--- config.mk ---
export PLATFORM = sky130hd
export DESIGN_NAME = slocfg_top
export DESIGN_NICKNAME = d
export VERILOG_FILES = /design/src/shared/slocfg_pkg.sv /design/src/slocfg_lane_xbar.sv /design/src/slocfg_top.sv
export SDC_FILE = /design/constraint.sdc
export NUM_CORES = 1
export LEC_CHECK = 0
export BUFFER_PORTS_ARGS = -buffer_cell sky130_fd_sc_hd__buf_2
export CAP_MARGIN = 20
export CORE_MARGIN = 2
export CORE_UTILIZATION = 50
export CTS_BUF_LIST = sky130_fd_sc_hd__clkbuf_8
export CTS_CLUSTER_DIAMETER = 120
export DETAILED_ROUTE_END_ITERATION = 8
export PLACE_DENSITY = 0.78
export SLEW_MARGIN = 25
export SYNTH_ARGS = -nofsm -noshare
export SYNTH_HDL_FRONTEND = slang
export SYNTH_SLANG_ARGS = --single-unit
--- constraint.sdc ---
create_clock -name clk_in -period 2.2 [get_ports clk_in]
set_clock_uncertainty 0.1 [all_clocks]
set_input_delay 0.44 -clock clk_in [delete_from_list [all_inputs] [get_ports clk_in]]
set_output_delay 0.44 -clock clk_in [all_outputs]
set_load 0.05 [all_outputs]
--- src/shared/slocfg_pkg.sv ---
package slocfg_pkg;

  // ==========================================================
  // Widths
  localparam int ADDR_W = 16;
  localparam int DATA_W = 8;
  localparam int LANES  = 4;
  localparam int SEL_W  = 3;
  localparam int SWG_W  = 3;
  localparam int LVL_W  = 3;
  // Serial symbol width handed to each lane serialiser
  localparam int SYM_W  = 8;

  // ==========================================================
  // Register offsets (byte addresses)
  localparam logic [15:0] OFS_LANE1_MAP  = 16'h05b3;
  localparam logic [15:0] OFS_LANE2_MAP  = 16'h05b5;
  localparam logic [15:0] OFS_LANE3_MAP  = 16'h05b6;
  localparam logic [15:0] OFS_STATUS     = 16'h05b7;
  localparam logic [15:0] OFS_INVERT     = 16'h05bf;
  localparam logic [15:0] OFS_LANE0_SWG  = 16'h05c0;
  localparam logic [15:0] OFS_LANE1_SWG  = 16'h05c1;
  localparam logic [15:0] OFS_LANE2_SWG  = 16'h05c2;
  localparam logic [15:0] OFS_LANE3_SWG  = 16'h05c3;
  localparam logic [15:0] OFS_LANE0_PRE  = 16'h05c4;

  // ==========================================================
  // Reset values
  localparam logic [2:0] RST_LANE1_MAP = 3'h1;
  localparam logic [2:0] RST_LANE2_MAP = 3'h2;
  localparam logic [2:0] RST_LANE3_MAP = 3'h3;
  localparam logic [7:0] RST_INVERT    = 8'h00;
  localparam logic [2:0] RST_SWING     = 3'h1;
  localparam logic [7:0] RST_PRE       = 8'h00;
  localparam logic [7:0] RD_UNMAPPED   = 8'h00;

  // ==========================================================
  // Field positions
  localparam int SEL_MSB      = 2;
  localparam int SWG_MSB      = 2;
  localparam int INV_STRIDE   = 2;
  localparam int PRE_EN_BIT   = 7;
  localparam int PRE_LVL_MSB  = 6;
  localparam int PRE_LVL_LSB  = 4;
  localparam int PRE_RSV_MSB  = 3;
  localparam int STS_DUP_BIT  = 0;
  localparam int STS_SEL_BIT  = 1;
  localparam int STS_SWG_BIT  = 2;
  localparam int STS_LVL_BIT  = 3;

  // ==========================================================
  // Highest legal codes
  localparam logic [2:0] SEL_MAX = 3'h3;
  localparam logic [2:0] SWG_MAX = 3'h2;
  localparam logic [2:0] LVL_MAX = 3'h4;

endpackage

--- src/slocfg_lane_xbar.sv ---
`timescale 1ns/100ps
`default_nettype none

module slocfg_lane_xbar (
  input  wire logic                          clk_in,
  input  wire logic                          nrst_in,
  input  wire logic [slocfg_pkg::SYM_W-1:0]  log0_in,
  input  wire logic [slocfg_pkg::SYM_W-1:0]  log1_in,
  input  wire logic [slocfg_pkg::SYM_W-1:0]  log2_in,
  input  wire logic [slocfg_pkg::SYM_W-1:0]  log3_in,
  input  wire logic [slocfg_pkg::SEL_W-1:0]  sel0_in,
  input  wire logic [slocfg_pkg::SEL_W-1:0]  sel1_in,
  input  wire logic [slocfg_pkg::SEL_W-1:0]  sel2_in,
  input  wire logic [slocfg_pkg::SEL_W-1:0]  sel3_in,
  input  wire logic [slocfg_pkg::LANES-1:0]  invert_in,
  output logic      [slocfg_pkg::SYM_W-1:0]  phys0_out,
  output logic      [slocfg_pkg::SYM_W-1:0]  phys1_out,
  output logic      [slocfg_pkg::SYM_W-1:0]  phys2_out,
  output logic      [slocfg_pkg::SYM_W-1:0]  phys3_out
);

  // ==========================================================
  // Lane pick
  // Codes above the last logical lane send zeros rather than alias
  function automatic logic [slocfg_pkg::SYM_W-1:0] pick(
    input logic [slocfg_pkg::SEL_W-1:0] sel,
    input logic [slocfg_pkg::SYM_W-1:0] d0,
    input logic [slocfg_pkg::SYM_W-1:0] d1,
    input logic [slocfg_pkg::SYM_W-1:0] d2,
    input logic [slocfg_pkg::SYM_W-1:0] d3,
    input logic                         inv);
    logic [slocfg_pkg::SYM_W-1:0] w;
    w = '0;
    case (sel)
      3'h0:    w = d0;
      3'h1:    w = d1;
      3'h2:    w = d2;
      3'h3:    w = d3;
      default: w = '0;
    endcase
    // A refused code stays all zeros even on an inverted lane
    pick = (inv && sel <= slocfg_pkg::SEL_MAX) ? ~w : w;
  endfunction

  logic [slocfg_pkg::SYM_W-1:0] p0_d, p1_d, p2_d, p3_d;
  logic [slocfg_pkg::SYM_W-1:0] p0_q, p1_q, p2_q, p3_q;

  always_comb begin
    p0_d = pick(sel0_in, log0_in, log1_in, log2_in, log3_in, invert_in[0]);
    p1_d = pick(sel1_in, log0_in, log1_in, log2_in, log3_in, invert_in[1]);
    p2_d = pick(sel2_in, log0_in, log1_in, log2_in, log3_in, invert_in[2]);
    p3_d = pick(sel3_in, log0_in, log1_in, log2_in, log3_in, invert_in[3]);
  end

  always_ff @(posedge clk_in) begin
    if (!nrst_in) begin
      p0_q <= '0;
      p1_q <= '0;
      p2_q <= '0;
      p3_q <= '0;
    end else begin
      p0_q <= p0_d;
      p1_q <= p1_d;
      p2_q <= p2_d;
      p3_q <= p3_d;
    end
  end

  assign phys0_out = p0_q;
  assign phys1_out = p1_q;
  assign phys2_out = p2_q;
  assign phys3_out = p3_q;

endmodule

`default_nettype wire

--- src/slocfg_top.sv ---
// Function
// - Physical lanes 1 to 3 each take a 3-bit selector in bits 2:0 where codes 0 to 3 pick logical lanes 0 to 3.
// - After reset the selectors hold the identity map, lane 1 to logical 1, lane 2 to 2 and lane 3 to 3.
// - Each lane holds a 3-bit swing code where 0 is full driver supply swing, 1 is 0.850 of it and 2 is 0.750 of it.
// - Every swing code resets to 1 and bits 7:3 of each swing register are reserved and read only.
// - Lane 0 pre-emphasis: bit 7 post-tap enable, bits 6:4 level 0 to 12 dB, bits 3:0 reserved, all reset 0.
//
// Design decision made here: the address-and-strobe port.
`timescale 1ns/100ps
`default_nettype none

module slocfg_top (
  input  wire logic                           clk_in,
  input  wire logic                           nrst_in,
  // Register port
  input  wire logic [slocfg_pkg::ADDR_W-1:0]  reg_addr_in,
  input  wire logic [slocfg_pkg::DATA_W-1:0]  reg_wdata_in,
  input  wire logic                           reg_wr_in,
  input  wire logic                           reg_rd_in,
  output logic      [slocfg_pkg::DATA_W-1:0]  reg_rdata_out,
  // Lane 0 selector kept by the neighbouring register block
  input  wire logic [slocfg_pkg::SEL_W-1:0]   lane0_sel_in,
  // Logical lane symbols from the framer
  input  wire logic [slocfg_pkg::SYM_W-1:0]   logical_lane0_in,
  input  wire logic [slocfg_pkg::SYM_W-1:0]   logical_lane1_in,
  input  wire logic [slocfg_pkg::SYM_W-1:0]   logical_lane2_in,
  input  wire logic [slocfg_pkg::SYM_W-1:0]   logical_lane3_in,
  // Symbols for the physical lane serialisers
  output logic      [slocfg_pkg::SYM_W-1:0]   serial_out_lane0_out,
  output logic      [slocfg_pkg::SYM_W-1:0]   serial_out_lane1_out,
  output logic      [slocfg_pkg::SYM_W-1:0]   serial_out_lane2_out,
  output logic      [slocfg_pkg::SYM_W-1:0]   serial_out_lane3_out,
  // Driver settings
  output logic      [slocfg_pkg::SEL_W-1:0]   lane1_map_out,
  output logic      [slocfg_pkg::SEL_W-1:0]   lane2_map_out,
  output logic      [slocfg_pkg::SEL_W-1:0]   lane3_map_out,
  output logic      [slocfg_pkg::LANES-1:0]   lane_invert_out,
  output logic      [slocfg_pkg::SWG_W-1:0]   lane0_swing_out,
  output logic      [slocfg_pkg::SWG_W-1:0]   lane1_swing_out,
  output logic      [slocfg_pkg::SWG_W-1:0]   lane2_swing_out,
  output logic      [slocfg_pkg::SWG_W-1:0]   lane3_swing_out,
  output logic                                lane0_post_tap_en_out,
  output logic      [slocfg_pkg::LVL_W-1:0]   lane0_post_tap_lvl_out,
  // Map sanity
  output logic                                lane_map_conflict_out
);

  // ==========================================================
  // Helpers
  function automatic logic is_dup(
    input logic [slocfg_pkg::SEL_W-1:0] s0,
    input logic [slocfg_pkg::SEL_W-1:0] s1,
    input logic [slocfg_pkg::SEL_W-1:0] s2,
    input logic [slocfg_pkg::SEL_W-1:0] s3);
    is_dup = (s0 == s1) || (s0 == s2) || (s0 == s3) ||
             (s1 == s2) || (s1 == s3) || (s2 == s3);
  endfunction

  function automatic logic above(
    input logic [2:0] code,
    input logic [2:0] limit);
    above = code > limit;
  endfunction

  function automatic logic hit(
    input logic [slocfg_pkg::ADDR_W-1:0] a,
    input logic [slocfg_pkg::ADDR_W-1:0] ofs);
    hit = a == ofs;
  endfunction

  // ==========================================================
  // Configuration registers
  logic [slocfg_pkg::SEL_W-1:0] map1_q, map1_d;
  logic [slocfg_pkg::SEL_W-1:0] map2_q, map2_d;
  logic [slocfg_pkg::SEL_W-1:0] map3_q, map3_d;
  logic [7:0]                   inv_q,  inv_d;
  logic [slocfg_pkg::SWG_W-1:0] swg0_q, swg0_d;
  logic [slocfg_pkg::SWG_W-1:0] swg1_q, swg1_d;
  logic [slocfg_pkg::SWG_W-1:0] swg2_q, swg2_d;
  logic [slocfg_pkg::SWG_W-1:0] swg3_q, swg3_d;
  logic [7:0]                   pre0_q, pre0_d;

  always_comb begin
    map1_d = map1_q;
    map2_d = map2_q;
    map3_d = map3_q;
    inv_d  = inv_q;
    swg0_d = swg0_q;
    swg1_d = swg1_q;
    swg2_d = swg2_q;
    swg3_d = swg3_q;
    pre0_d = pre0_q;
    if (reg_wr_in) begin
      if (hit(reg_addr_in, slocfg_pkg::OFS_LANE1_MAP)) begin
        map1_d = reg_wdata_in[slocfg_pkg::SEL_MSB:0];
      end
      if (hit(reg_addr_in, slocfg_pkg::OFS_LANE2_MAP)) begin
        map2_d = reg_wdata_in[slocfg_pkg::SEL_MSB:0];
      end
      if (hit(reg_addr_in, slocfg_pkg::OFS_LANE3_MAP)) begin
        map3_d = reg_wdata_in[slocfg_pkg::SEL_MSB:0];
      end
      // Odd bits are reserved but stay writable and readable
      if (hit(reg_addr_in, slocfg_pkg::OFS_INVERT)) begin
        inv_d = reg_wdata_in;
      end
      // Upper bits of swing writes are dropped
      if (hit(reg_addr_in, slocfg_pkg::OFS_LANE0_SWG)) begin
        swg0_d = reg_wdata_in[slocfg_pkg::SWG_MSB:0];
      end
      if (hit(reg_addr_in, slocfg_pkg::OFS_LANE1_SWG)) begin
        swg1_d = reg_wdata_in[slocfg_pkg::SWG_MSB:0];
      end
      if (hit(reg_addr_in, slocfg_pkg::OFS_LANE2_SWG)) begin
        swg2_d = reg_wdata_in[slocfg_pkg::SWG_MSB:0];
      end
      if (hit(reg_addr_in, slocfg_pkg::OFS_LANE3_SWG)) begin
        swg3_d = reg_wdata_in[slocfg_pkg::SWG_MSB:0];
      end
      if (hit(reg_addr_in, slocfg_pkg::OFS_LANE0_PRE)) begin
        pre0_d = reg_wdata_in;
      end
    end
  end

  always_ff @(posedge clk_in) begin
    if (!nrst_in) begin
      map1_q <= slocfg_pkg::RST_LANE1_MAP;
      map2_q <= slocfg_pkg::RST_LANE2_MAP;
      map3_q <= slocfg_pkg::RST_LANE3_MAP;
      inv_q  <= slocfg_pkg::RST_INVERT;
      swg0_q <= slocfg_pkg::RST_SWING;
      swg1_q <= slocfg_pkg::RST_SWING;
      swg2_q <= slocfg_pkg::RST_SWING;
      swg3_q <= slocfg_pkg::RST_SWING;
      pre0_q <= slocfg_pkg::RST_PRE;
    end else begin
      map1_q <= map1_d;
      map2_q <= map2_d;
      map3_q <= map3_d;
      inv_q  <= inv_d;
      swg0_q <= swg0_d;
      swg1_q <= swg1_d;
      swg2_q <= swg2_d;
      swg3_q <= swg3_d;
      pre0_q <= pre0_d;
    end
  end

  // ==========================================================
  // Status
  // Sampled one cycle after the cause so a read sees settled flags
  logic [3:0] sts_q, sts_d;
  logic [slocfg_pkg::LANES-1:0] inv_lanes;

  always_comb begin
    sts_d = '0;
    sts_d[slocfg_pkg::STS_DUP_BIT] = is_dup(lane0_sel_in, map1_q, map2_q, map3_q);
    sts_d[slocfg_pkg::STS_SEL_BIT] = above(lane0_sel_in, slocfg_pkg::SEL_MAX) ||
                                     above(map1_q, slocfg_pkg::SEL_MAX) ||
                                     above(map2_q, slocfg_pkg::SEL_MAX) ||
                                     above(map3_q, slocfg_pkg::SEL_MAX);
    sts_d[slocfg_pkg::STS_SWG_BIT] = above(swg0_q, slocfg_pkg::SWG_MAX) ||
                                     above(swg1_q, slocfg_pkg::SWG_MAX) ||
                                     above(swg2_q, slocfg_pkg::SWG_MAX) ||
                                     above(swg3_q, slocfg_pkg::SWG_MAX);
    sts_d[slocfg_pkg::STS_LVL_BIT] = above(pre0_q[slocfg_pkg::PRE_LVL_MSB:slocfg_pkg::PRE_LVL_LSB],
                                           slocfg_pkg::LVL_MAX);
  end

  always_ff @(posedge clk_in) begin
    if (!nrst_in) begin
      sts_q <= '0;
    end else begin
      sts_q <= sts_d;
    end
  end

  // ==========================================================
  // Read port
  logic [slocfg_pkg::DATA_W-1:0] rdata_q, rdata_d;

  always_comb begin
    rdata_d = rdata_q;
    if (reg_rd_in) begin
      case (reg_addr_in)
        slocfg_pkg::OFS_LANE1_MAP: rdata_d = {5'h00, map1_q};
        slocfg_pkg::OFS_LANE2_MAP: rdata_d = {5'h00, map2_q};
        slocfg_pkg::OFS_LANE3_MAP: rdata_d = {5'h00, map3_q};
        slocfg_pkg::OFS_STATUS:    rdata_d = {4'h0, sts_q};
        slocfg_pkg::OFS_INVERT:    rdata_d = inv_q;
        slocfg_pkg::OFS_LANE0_SWG: rdata_d = {5'h00, swg0_q};
        slocfg_pkg::OFS_LANE1_SWG: rdata_d = {5'h00, swg1_q};
        slocfg_pkg::OFS_LANE2_SWG: rdata_d = {5'h00, swg2_q};
        slocfg_pkg::OFS_LANE3_SWG: rdata_d = {5'h00, swg3_q};
        slocfg_pkg::OFS_LANE0_PRE: rdata_d = pre0_q;
        default:                   rdata_d = slocfg_pkg::RD_UNMAPPED;
      endcase
    end
  end

  always_ff @(posedge clk_in) begin
    if (!nrst_in) begin
      rdata_q <= '0;
    end else begin
      rdata_q <= rdata_d;
    end
  end

  // ==========================================================
  // Lane crossbar
  // Polarity bits sit on even positions only
  assign inv_lanes = {inv_q[3 * slocfg_pkg::INV_STRIDE], inv_q[2 * slocfg_pkg::INV_STRIDE],
                      inv_q[slocfg_pkg::INV_STRIDE], inv_q[0]};

  // Remap takes effect on the next symbol; no lane alignment is kept
  slocfg_lane_xbar u_xbar (
    .clk_in    (clk_in),
    .nrst_in   (nrst_in),
    .log0_in   (logical_lane0_in),
    .log1_in   (logical_lane1_in),
    .log2_in   (logical_lane2_in),
    .log3_in   (logical_lane3_in),
    .sel0_in   (lane0_sel_in),
    .sel1_in   (map1_q),
    .sel2_in   (map2_q),
    .sel3_in   (map3_q),
    .invert_in (inv_lanes),
    .phys0_out (serial_out_lane0_out),
    .phys1_out (serial_out_lane1_out),
    .phys2_out (serial_out_lane2_out),
    .phys3_out (serial_out_lane3_out)
  );

  // ==========================================================
  // Outputs
  assign reg_rdata_out          = rdata_q;
  assign lane1_map_out          = map1_q;
  assign lane2_map_out          = map2_q;
  assign lane3_map_out          = map3_q;
  assign lane_invert_out        = inv_lanes;
  assign lane0_swing_out        = swg0_q;
  assign lane1_swing_out        = swg1_q;
  assign lane2_swing_out        = swg2_q;
  assign lane3_swing_out        = swg3_q;
  assign lane0_post_tap_en_out  = pre0_q[slocfg_pkg::PRE_EN_BIT];
  assign lane0_post_tap_lvl_out = pre0_q[slocfg_pkg::PRE_LVL_MSB:slocfg_pkg::PRE_LVL_LSB];
  assign lane_map_conflict_out  = sts_q[slocfg_pkg::STS_DUP_BIT];

endmodule

`default_nettype wire

* Yosys cells after proc, flatten, opt, wreduce, memory -nomap -nowiden
Cells that the tools add are included.
Widths: inputs -> output; s select.
** Storage, ports and cells
- Bits in registers :: 81
- Input bits :: 63
- Word-level logic and storage cells :: 97
** Cells by class
- Order comparisons :: 13
- Equality and inequality tests :: 28
- Muxes and demuxes :: 9
- Bitwise operators :: 4
- Reduce and logical (&&, ||, !) cells :: 28
** Operators by type and width (count)
- $eq 16x11->1 const B :: 10
- $pmux 8 s4 :: 4
- $pmux 8 s10 :: 1
- $mux 8 :: 4
- $not 8->8 :: 4
- $eq 3x2->1 const B :: 8
- $gt 3x2->1 const B :: 8
- $eq 3x3->1 :: 6
- $reduce_and 2->1 :: 9
- $eq 3x1->1 const B :: 4
- $le 3x2->1 const B :: 4
- $logic_not 3->1 :: 4
- $logic_or 1x1->1 :: 11
- $logic_and 1x1->1 :: 4
- $gt 3x3->1 const B :: 1

* Depth between registers and ports, before layout
Gate-level depths: netlist of run 1.
- Depth after elaboration :: 6
- Gate-level depth with buffers :: 8

* Modules after synthesis
A second synthesis of run 1 with hierarchy kept.
** Second synthesis, totals
- Cells, all modules :: 456
- Area total of the unflattened synthesis :: 4518.1 um^2
** By module, submodules not included
- slocfg_top :: times used 1, cells an instance 308, area each 2631.3 um^2, seq. area each 980.9 um^2
- slocfg_lane_xbar :: times used 1, cells an instance 148, area each 1886.8 um^2, seq. area each 640.6 um^2

* Worst setup path before layout of run 1
No wires, ideal clock.
- Kind :: reg2reg
- Start :: reg map3_q (netlist bit lane3_map_out[0])
- End :: reg u_xbar.p3_q (netlist bit u_xbar.phys3_out[2])
- Library setup time :: 0.124 ns
- Arrival time :: 1.803 ns
- Required time :: 1.976 ns
- Path slack :: 0.173 ns
- Stages on the path, launching flop included :: 5
- Clock period less this slack :: 2.027 ns
- Path through :: dfxtp_1 buf_2 mux4_2 xnor2_1 nor2_1
** On the way
- Cells in the longest elaborated chain, start to end :: 4
** Ends and longest elaborated chain
- from (decl) :: RTL line slocfg_top.sv:75 : logic [slocfg_pkg::SEL_W-1:0] map3_q, map3_d;
- from (signal assigned) :: RTL line slocfg_top.sv:130 : map3_q <= slocfg_pkg::RST_LANE3_MAP;
- from (signal assigned) :: RTL line slocfg_top.sv:140 : map3_q <= map3_d;
- $eq 3x2->1, or another cell as far along :: RTL line slocfg_lane_xbar.sv:34 : case (sel)
- $pmux 8 s4 :: RTL line slocfg_lane_xbar.sv:34
- $not 8->8 :: RTL line slocfg_lane_xbar.sv:42 : pick = (inv && sel <= slocfg_pkg::SEL_MAX) ? ~w : w;
- $mux 8 (*) :: RTL line slocfg_lane_xbar.sv:42
- to (signal assigned) :: RTL line slocfg_lane_xbar.sv:65 : p3_q <= p3_d;
- to (decl) :: RTL line slocfg_lane_xbar.sv:46 : logic [slocfg_pkg::SYM_W-1:0] p0_q, p1_q, p2_q, p3_q;
Mark *: on every way between the ends. The rest lies on a longest branch, timed or not.
A chain may end at the register's enable or synchronous reset.

* Worst setup path in the final report of run 1
- Start :: reg map1_q (netlist bit lane1_map_out[1])
- End :: out lane1_map_out[1] (netlist bit)
** RTL lines
- from (decl) :: RTL line slocfg_top.sv:73 : logic [slocfg_pkg::SEL_W-1:0] map1_q, map1_d;
- from (signal assigned) :: RTL line slocfg_top.sv:128 : map1_q <= slocfg_pkg::RST_LANE1_MAP;
- from (signal assigned) :: RTL line slocfg_top.sv:138 : map1_q <= map1_d;
- to (decl) :: RTL line slocfg_top.sv:34 : output logic [slocfg_pkg::SEL_W-1:0] lane1_map_out,
No word-level cell between the ends.

==> results of run 1 <==
==> cell families (layout without fill, tap and decap cells) <==
| group | Yosys count | in the layout | share of synthesized area (%) |
|---|---|---|---|
| AO/OA/AOI/OAI | 70 | 70 | 11.3 |
| XOR/XNOR | 48 | 48 | 9.44 |
| adder cells (fa/ha/maj) | 1 | 1 | 0.225 |
| buffers and inverters | 52 | 177 | 5.76 |
| flip-flops | 81 | 81 | 36.4 |
| multiplexers | 47 | 47 | 19.8 |
| AND/OR/NAND/NOR | 155 | 155 | 17.0 |
==> cell type report <==
cell class / count / area (um2) / area share (%)
clock buffer: 10 / 138 / 2.56
inverter: 6 / 22.5 / 0.419
timing repair buffer: 155 / 833 / 15.5
clock inverter: 6 / 50.0 / 0.931
tap: 108 / 135 / 2.51
sequential: 81 / 1620 / 30.2
multi-input combinational: 321 / 2580 / 47.9
==> layer usage <==
metal | part of all wire, % | vias to the layer above | track usage [%]
li1 | - | 1870 | -
met1 | 41 | 1906 | 33.4
met2 | 50 | 195 | 43.9
met3 | 7.9 | 13 | 5.23
met4 | 1.2 | 0 | 6.53
met5 | 0 | - | 0
==> synth_stat cells, drive strengths merged, types with 2 or more instances <==
| library cell | instances | area share (%) |
|---|---|---|
| buf | 26 | 3.6 |
| nand2 | 41 | 3.5 |
| nand3 | 32 | 3.6 |
| and3 | 5 | 0.70 |
| xnor2 | 40 | 7.9 |
| nor4b | 2 | 0.87 |
| a31oi | 5 | 0.70 |
| a211oi | 2 | 0.34 |
| nor4 | 3 | 0.56 |
| dfxtp | 81 | 36 |
| nand2b | 5 | 0.87 |
| a222oi | 2 | 0.45 |
| xor2 | 8 | 1.6 |
| o211a | 2 | 0.45 |
| inv | 5 | 0.42 |
| a21oi | 26 | 2.9 |
| a22oi | 3 | 0.51 |
| a32oi | 2 | 0.39 |
| mux2i | 14 | 3.1 |
| mux4 | 33 | 17 |
| o21ai | 4 | 0.45 |
| clkbuf | 20 | 1.7 |
| a22o | 11 | 2.2 |
| nor3 | 5 | 0.67 |
| a32o | 2 | 0.45 |
| nor2 | 52 | 4.4 |
| o32ai | 2 | 0.39 |
| a221oi | 3 | 0.59 |
| nor3b | 2 | 0.34 |
| and3b | 2 | 0.39 |
==> worst register-to-register path, stage by stage (launching register included) <==
cell and delay [ns]:
dfxtp_1 0.40, buf_4 0.29, xor2_1 0.23, nor2_1 0.08
a32o_1 0.20, mux2i_1 0.16, a31oi_1 0.12
==> flip-flops by register name (all words and copies together) (netlist names) <==
name and flops:
lane2_swing_out 3, lane0_swing_out 3, sts_q 4, lane3_swing_out 3, inv_q 8, lane1_swing_out 3
lane1_map_out 3, reg_rdata_out 8, pre0_q 8, u_xbar.phys2_out 8, u_xbar.phys3_out 8, u_xbar.phys0_out 8
lane2_map_out 3, u_xbar.phys1_out 8, lane3_map_out 3
==> worst min path at each step <==
stage                                from   endpoint  slack, ns  cells past startpoint
final                     reg_wdata_in[4]  pre0_q[4]       0.25                      3
after global routing      reg_wdata_in[5]  pre0_q[5]       0.24                      3
after CTS                 reg_wdata_in[4]  pre0_q[4]       0.23                      3
after detailed placement         inv_q[3]   inv_q[3]       0.36                      2
after global placement           inv_q[5]   inv_q[5]       0.34                      2
after floorplan                 pre0_q[1]  pre0_q[1]       0.34                      2
==> power by group through the flow <==
stage          clock network, mW  registers, mW  logic (mW)
2_1_floorplan                  0           1.66       0.205
3_3_place_gp                   0           1.54       0.469
3_5_place_dp                   0           1.54       0.480
4_1_cts                     1.06           1.51       0.481
5_1_grt                     1.12           1.51       0.511
6_report                    1.04           1.51       0.481
==> stage by stage <==
stage	cells	utilization [%]	power [mW]
6_report	687	62.0	3.03
5_1_grt	687	62.0	3.14
4_1_cts	687	62.0	3.05
3_5_place_dp	671	59.8	2.02
3_3_place_gp	671	59.8	2.01
2_1_floorplan	454	-	1.86
==> placed cells by master (no fill, tap or decap), types with 3 or more instances in the layout <==
master,n
a221oi_1,3
inv_1,4
nand3_1,32
dfxtp_1,81
nand2_1,41
nor2_1,52
a22o_1,11
mux4_2,33
a22oi_1,3
a31oi_1,5
buf_2,132
nor3_1,4
buf_4,23
clkbuf_8,10
nand2b_1,4
mux2i_1,14
and3_1,5
xor2_1,8
a21oi_1,26
xnor2_1,40
==> metrics.yaml, run 1 <==
r2r-start: "lane3_map_out[0]"
ir_worst_vdd_uv: 280
start_util_pct: 51.3
async_flop_share_pct: 0
cp_top_family: "flip-flops"
seqPwrFrac_pct: 49.7
track_usage_pct: 25.7
ys_seq_area_share_pct: 36.4
switching_share_pct: 29.6
ys_types: 53
synth_edf_count: 0
worstSkewPairLatency_ns: 0.35
final_max_slew_viol_count: 0
ctsResizeCount: 0
status: "finished, final reports clean"
rsz0062_at_grt: "false"
clockPowerShare_pct: 34.4
syn_inst: 454
worst_pin_slew_ns: 0.594
post_dp_cell_area_um2: 5190
worstPathCellList: "buf_2"
crit_buf_inv: 1
die_x_um: 98.4
cts_sinks: 81
timing.final.crit_share_pct: 90.2
reg2reg_slack_ns: 0.50
reg2regPathDepth: 6
antenna_found_initial: 0
num_vias: 3984
drcViolationCount: 0
drt_wl_total_um: 12300
post-cts-setup-buffer-count: 0
powerDensity_nw_per_um2: 563
worst_r2r_endpoint: "sts_q[0]"
hold_buffers: 0
io_pins: 133
area_growth_pct: 20.7
viasPerCell: 5.80
netlist_area_um2: 4460
drive_gt1_share_pct: 36.6
clk_path_buf_depth: 2
setup_viol: 0
fin_ws_ns: 0.215
dpl.hpwl_um: 9170
ys_warn_count: 0
hold_viol_final: 0
cp.depth: 1
slew_headroom_pct: 59.9
hp-class: "in -> reg"
nFillCells: 729
drv_cap: 0
overflow: 0
coreArea_um2: 8680
cts_max_level: 3
grt_max_degree: 34
fin_crit_ns: 1.99
cp.arrival_ns: 1.45
internal_power_mw: 2.13
synth_nets: 517
pwr-share-comb_pct: 15.9
critical_path_class: "reg -> out"
pre_cts_ws_ns: -0.0356
finalSetupTns_ns: 0
whs_ns: 0.246
cts_tree: "built"
crit_slowest_cell: "dfxtp_1"
die_area_um2: 9680
die_h_um: 98.4
synth_ff_type: "dfxtp_1"
cp-end-kind: "output pin"
dr.pass1.iters: 5
leakagePower_nw: 2.29
ys_ff_latch: 81
slowest_delay_ns: 0.71
wl_per_cell_um: 17.9
p_sw_uw: 896
nNetsFinal: 637
io_buffers: 132
ctsRootBufferMaster: "clkbuf_8"
crit_path_max_fanout: 13
n_antenna_cell: 0
syn_avg_cell_area_um2: 9.81
cts_buffers: 9
clkSlewWorstSetupHoldPaths_ns: 0.09
postRouteAntennaNets: 0
fmax_mhz: 504
worst_setup_path_start_kind: "flop"
grt_pass1_vias: 3886
grt_pass1_wl_um: 19800
gp_congestion: 0.913
drt_iter0_markers: 203
final_cell_area_um2: 5380
cp-endpoint: "lane1_map_out[1]"
crit_start: "lane1_map_out[1]"
crit_required_ns: 1.66
rows: 34
Note: power is estimated with default switching activity, not from simulation.
==> run 2, diff against run 1 <==
--- a/config.mk
+++ b/config.mk
@@ -8,11 +8,11 @@
 export BUFFER_PORTS_ARGS = -buffer_cell sky130_fd_sc_hd__buf_2
 export CAP_MARGIN = 20
 export CORE_MARGIN = 2
-export CORE_UTILIZATION = 50
+export CORE_UTILIZATION = 58
 export CTS_BUF_LIST = sky130_fd_sc_hd__clkbuf_8
 export CTS_CLUSTER_DIAMETER = 120
 export DETAILED_ROUTE_END_ITERATION = 8
-export PLACE_DENSITY = 0.78
+export PLACE_DENSITY = 0.88
 export SLEW_MARGIN = 25
 export SYNTH_ARGS = -nofsm -noshare
 export SYNTH_HDL_FRONTEND = slang
==> constraint.sdc (replaced) <==
create_clock -name clk_in -period 2.45 [get_ports clk_in]
set_clock_uncertainty 0.1 [all_clocks]
set_input_delay 0.49 -clock clk_in [delete_from_list [all_inputs] [get_ports clk_in]]
set_output_delay 0.49 -clock clk_in [all_outputs]
set_load 0.05 [all_outputs]
==> metrics.yaml, run 2 (synthesis results as in run 1) <==
status: "finished, final reports clean"
drt_wl_total_um: 12500
cts_sinks: 81
leakagePower_nw: 2.26
rows: 31
post-cts-setup-buffer-count: 0
grt_pass1_vias: 3961
hp-class: "in -> reg"
viasPerCell: 6.14
nNetsFinal: 630
crit_buf_inv: 1
dr.pass1.iters: 6
critical_path_class: "reg -> out"
crit_required_ns: 1.86
ir_worst_vdd_uv: 281
worst_setup_path_start_kind: "flop"
crit_path_max_fanout: 13
dpl.hpwl_um: 9120
io_pins: 133
worst_r2r_endpoint: "u_xbar.phys1_out[0]"
n_antenna_cell: 0
grt_max_degree: 34
rsz0062_at_grt: "false"
fmax_mhz: 484
die_x_um: 91.6
drcViolationCount: 0
final_common_cell: "buf_2"
coreArea_um2: 7330
postRouteAntennaNets: 0
cts_tree: "built"
min_from: "reg_wdata_in[5]"
r2r-start: "lane1_map_out[0]"
reg2regPathDepth: 4
drv_cap: 0
hold_buffers: 0
drive_gt1_share_pct: 35.7
worstSkewPairLatency_ns: 0.35
drt_iter0_markers: 247
worstPathCellList: "buf_2"
antenna_found_initial: 0
final_max_slew_viol_count: 0
track_usage_pct: 30.0
die_area_um2: 8400
cp-end-kind: "output pin"
worstHoldPathCells: 3
finalSetupTns_ns: 0
wl_per_cell_um: 18.6
cp_top_family: "flip-flops"
whs_ns: 0.286
hold_viol_final: 0
slowest_delay_ns: 0.74
clk_path_buf_depth: 2
fin_crit_ns: 2.07
slew_headroom_pct: 56.7
cts_max_level: 3
worst_pin_slew_ns: 0.649
cp.arrival_ns: 1.48
gp_congestion: 0.909
powerDensity_nw_per_um2: 504
timing.final.crit_share_pct: 84.3
area_growth_pct: 19.3
num_vias: 4123
ctsRootBufferMaster: "clkbuf_8"
grt_pass1_wl_um: 19800
reg2reg_slack_ns: 0.62
hold_end: "inv_q[5]"
crit_slowest_cell: "dfxtp_1"
start_util_pct: 60.8
setup_viol: 0
final_cell_mix: "buf_2, dfxtp_1, nor2_1"
total_power_mw: 2.68
die_h_um: 91.6
cts_buffers: 9
overflow: 0
io_buffers: 132
clkSlewWorstSetupHoldPaths_ns: 0.09
ctsResizeCount: 0
[run 2: cell types whose count changed in the layout (fill, tap and decap cells not counted)]
cell,previous run,this run
clkinv_4,2,3
clkinvlp_4,2,1
inv_1,4,5
buf_4,23,15
buf_12,0,1
clkbuf_8,10,9
[run 2: layer usage]
metal | vias up | track usage, % | share of wire (%)
met5 | - | 0 | 0
met4 | 0 | 15.0 | 2.9
met3 | 43 | 6.66 | 11
met2 | 300 | 51.8 | 50
met1 | 1920 | 34.9 | 36
li1 | 1860 | - | -
[run 2: worst max path at each step]
stage                startpoint  cells after the start             endpoint
2_1_floorplan  lane3_map_out[0]                      4  u_xbar.phys3_out[2]
3_3_place_gp     reg_addr_in[4]                      5     reg_rdata_out[7]
3_5_place_dp     reg_addr_in[4]                      7     reg_rdata_out[7]
4_1_cts        lane3_map_out[1]                      1     lane3_map_out[1]
5_1_grt        lane3_map_out[1]                      1     lane3_map_out[1]
6_report       lane3_map_out[1]                      1     lane3_map_out[1]
[run 2: metrics by stage]
step	setup slack, ns	area [um2]	instances	util [%]
final	0.385	5320	671	72.5
after global routing	0.357	5320	671	72.5
after CTS	0.393	5320	671	72.5
after detailed placement	0.159	5140	655	70.1
after global placement	0.214	5140	655	70.1
after floorplan	0.423	4460	454	-
[run 2: layout make-up]
class                   instances  area [um2]
clock inverters                 7        55.1
multi-input cells             321        2580
well taps                      99         124
clock buffers                   9         124
fillers                       522        2010
inverters                       6        22.5
repair buffers                148         793
flip-flops and latches         81        1620
[run 2: power breakdown]
part           total (mW)  switching (mW)  internal [mW]
clock               0.897           0.520          0.377
sequential           1.35         0.00729           1.35
combinational       0.431           0.273          0.158
total                2.68           0.801           1.88
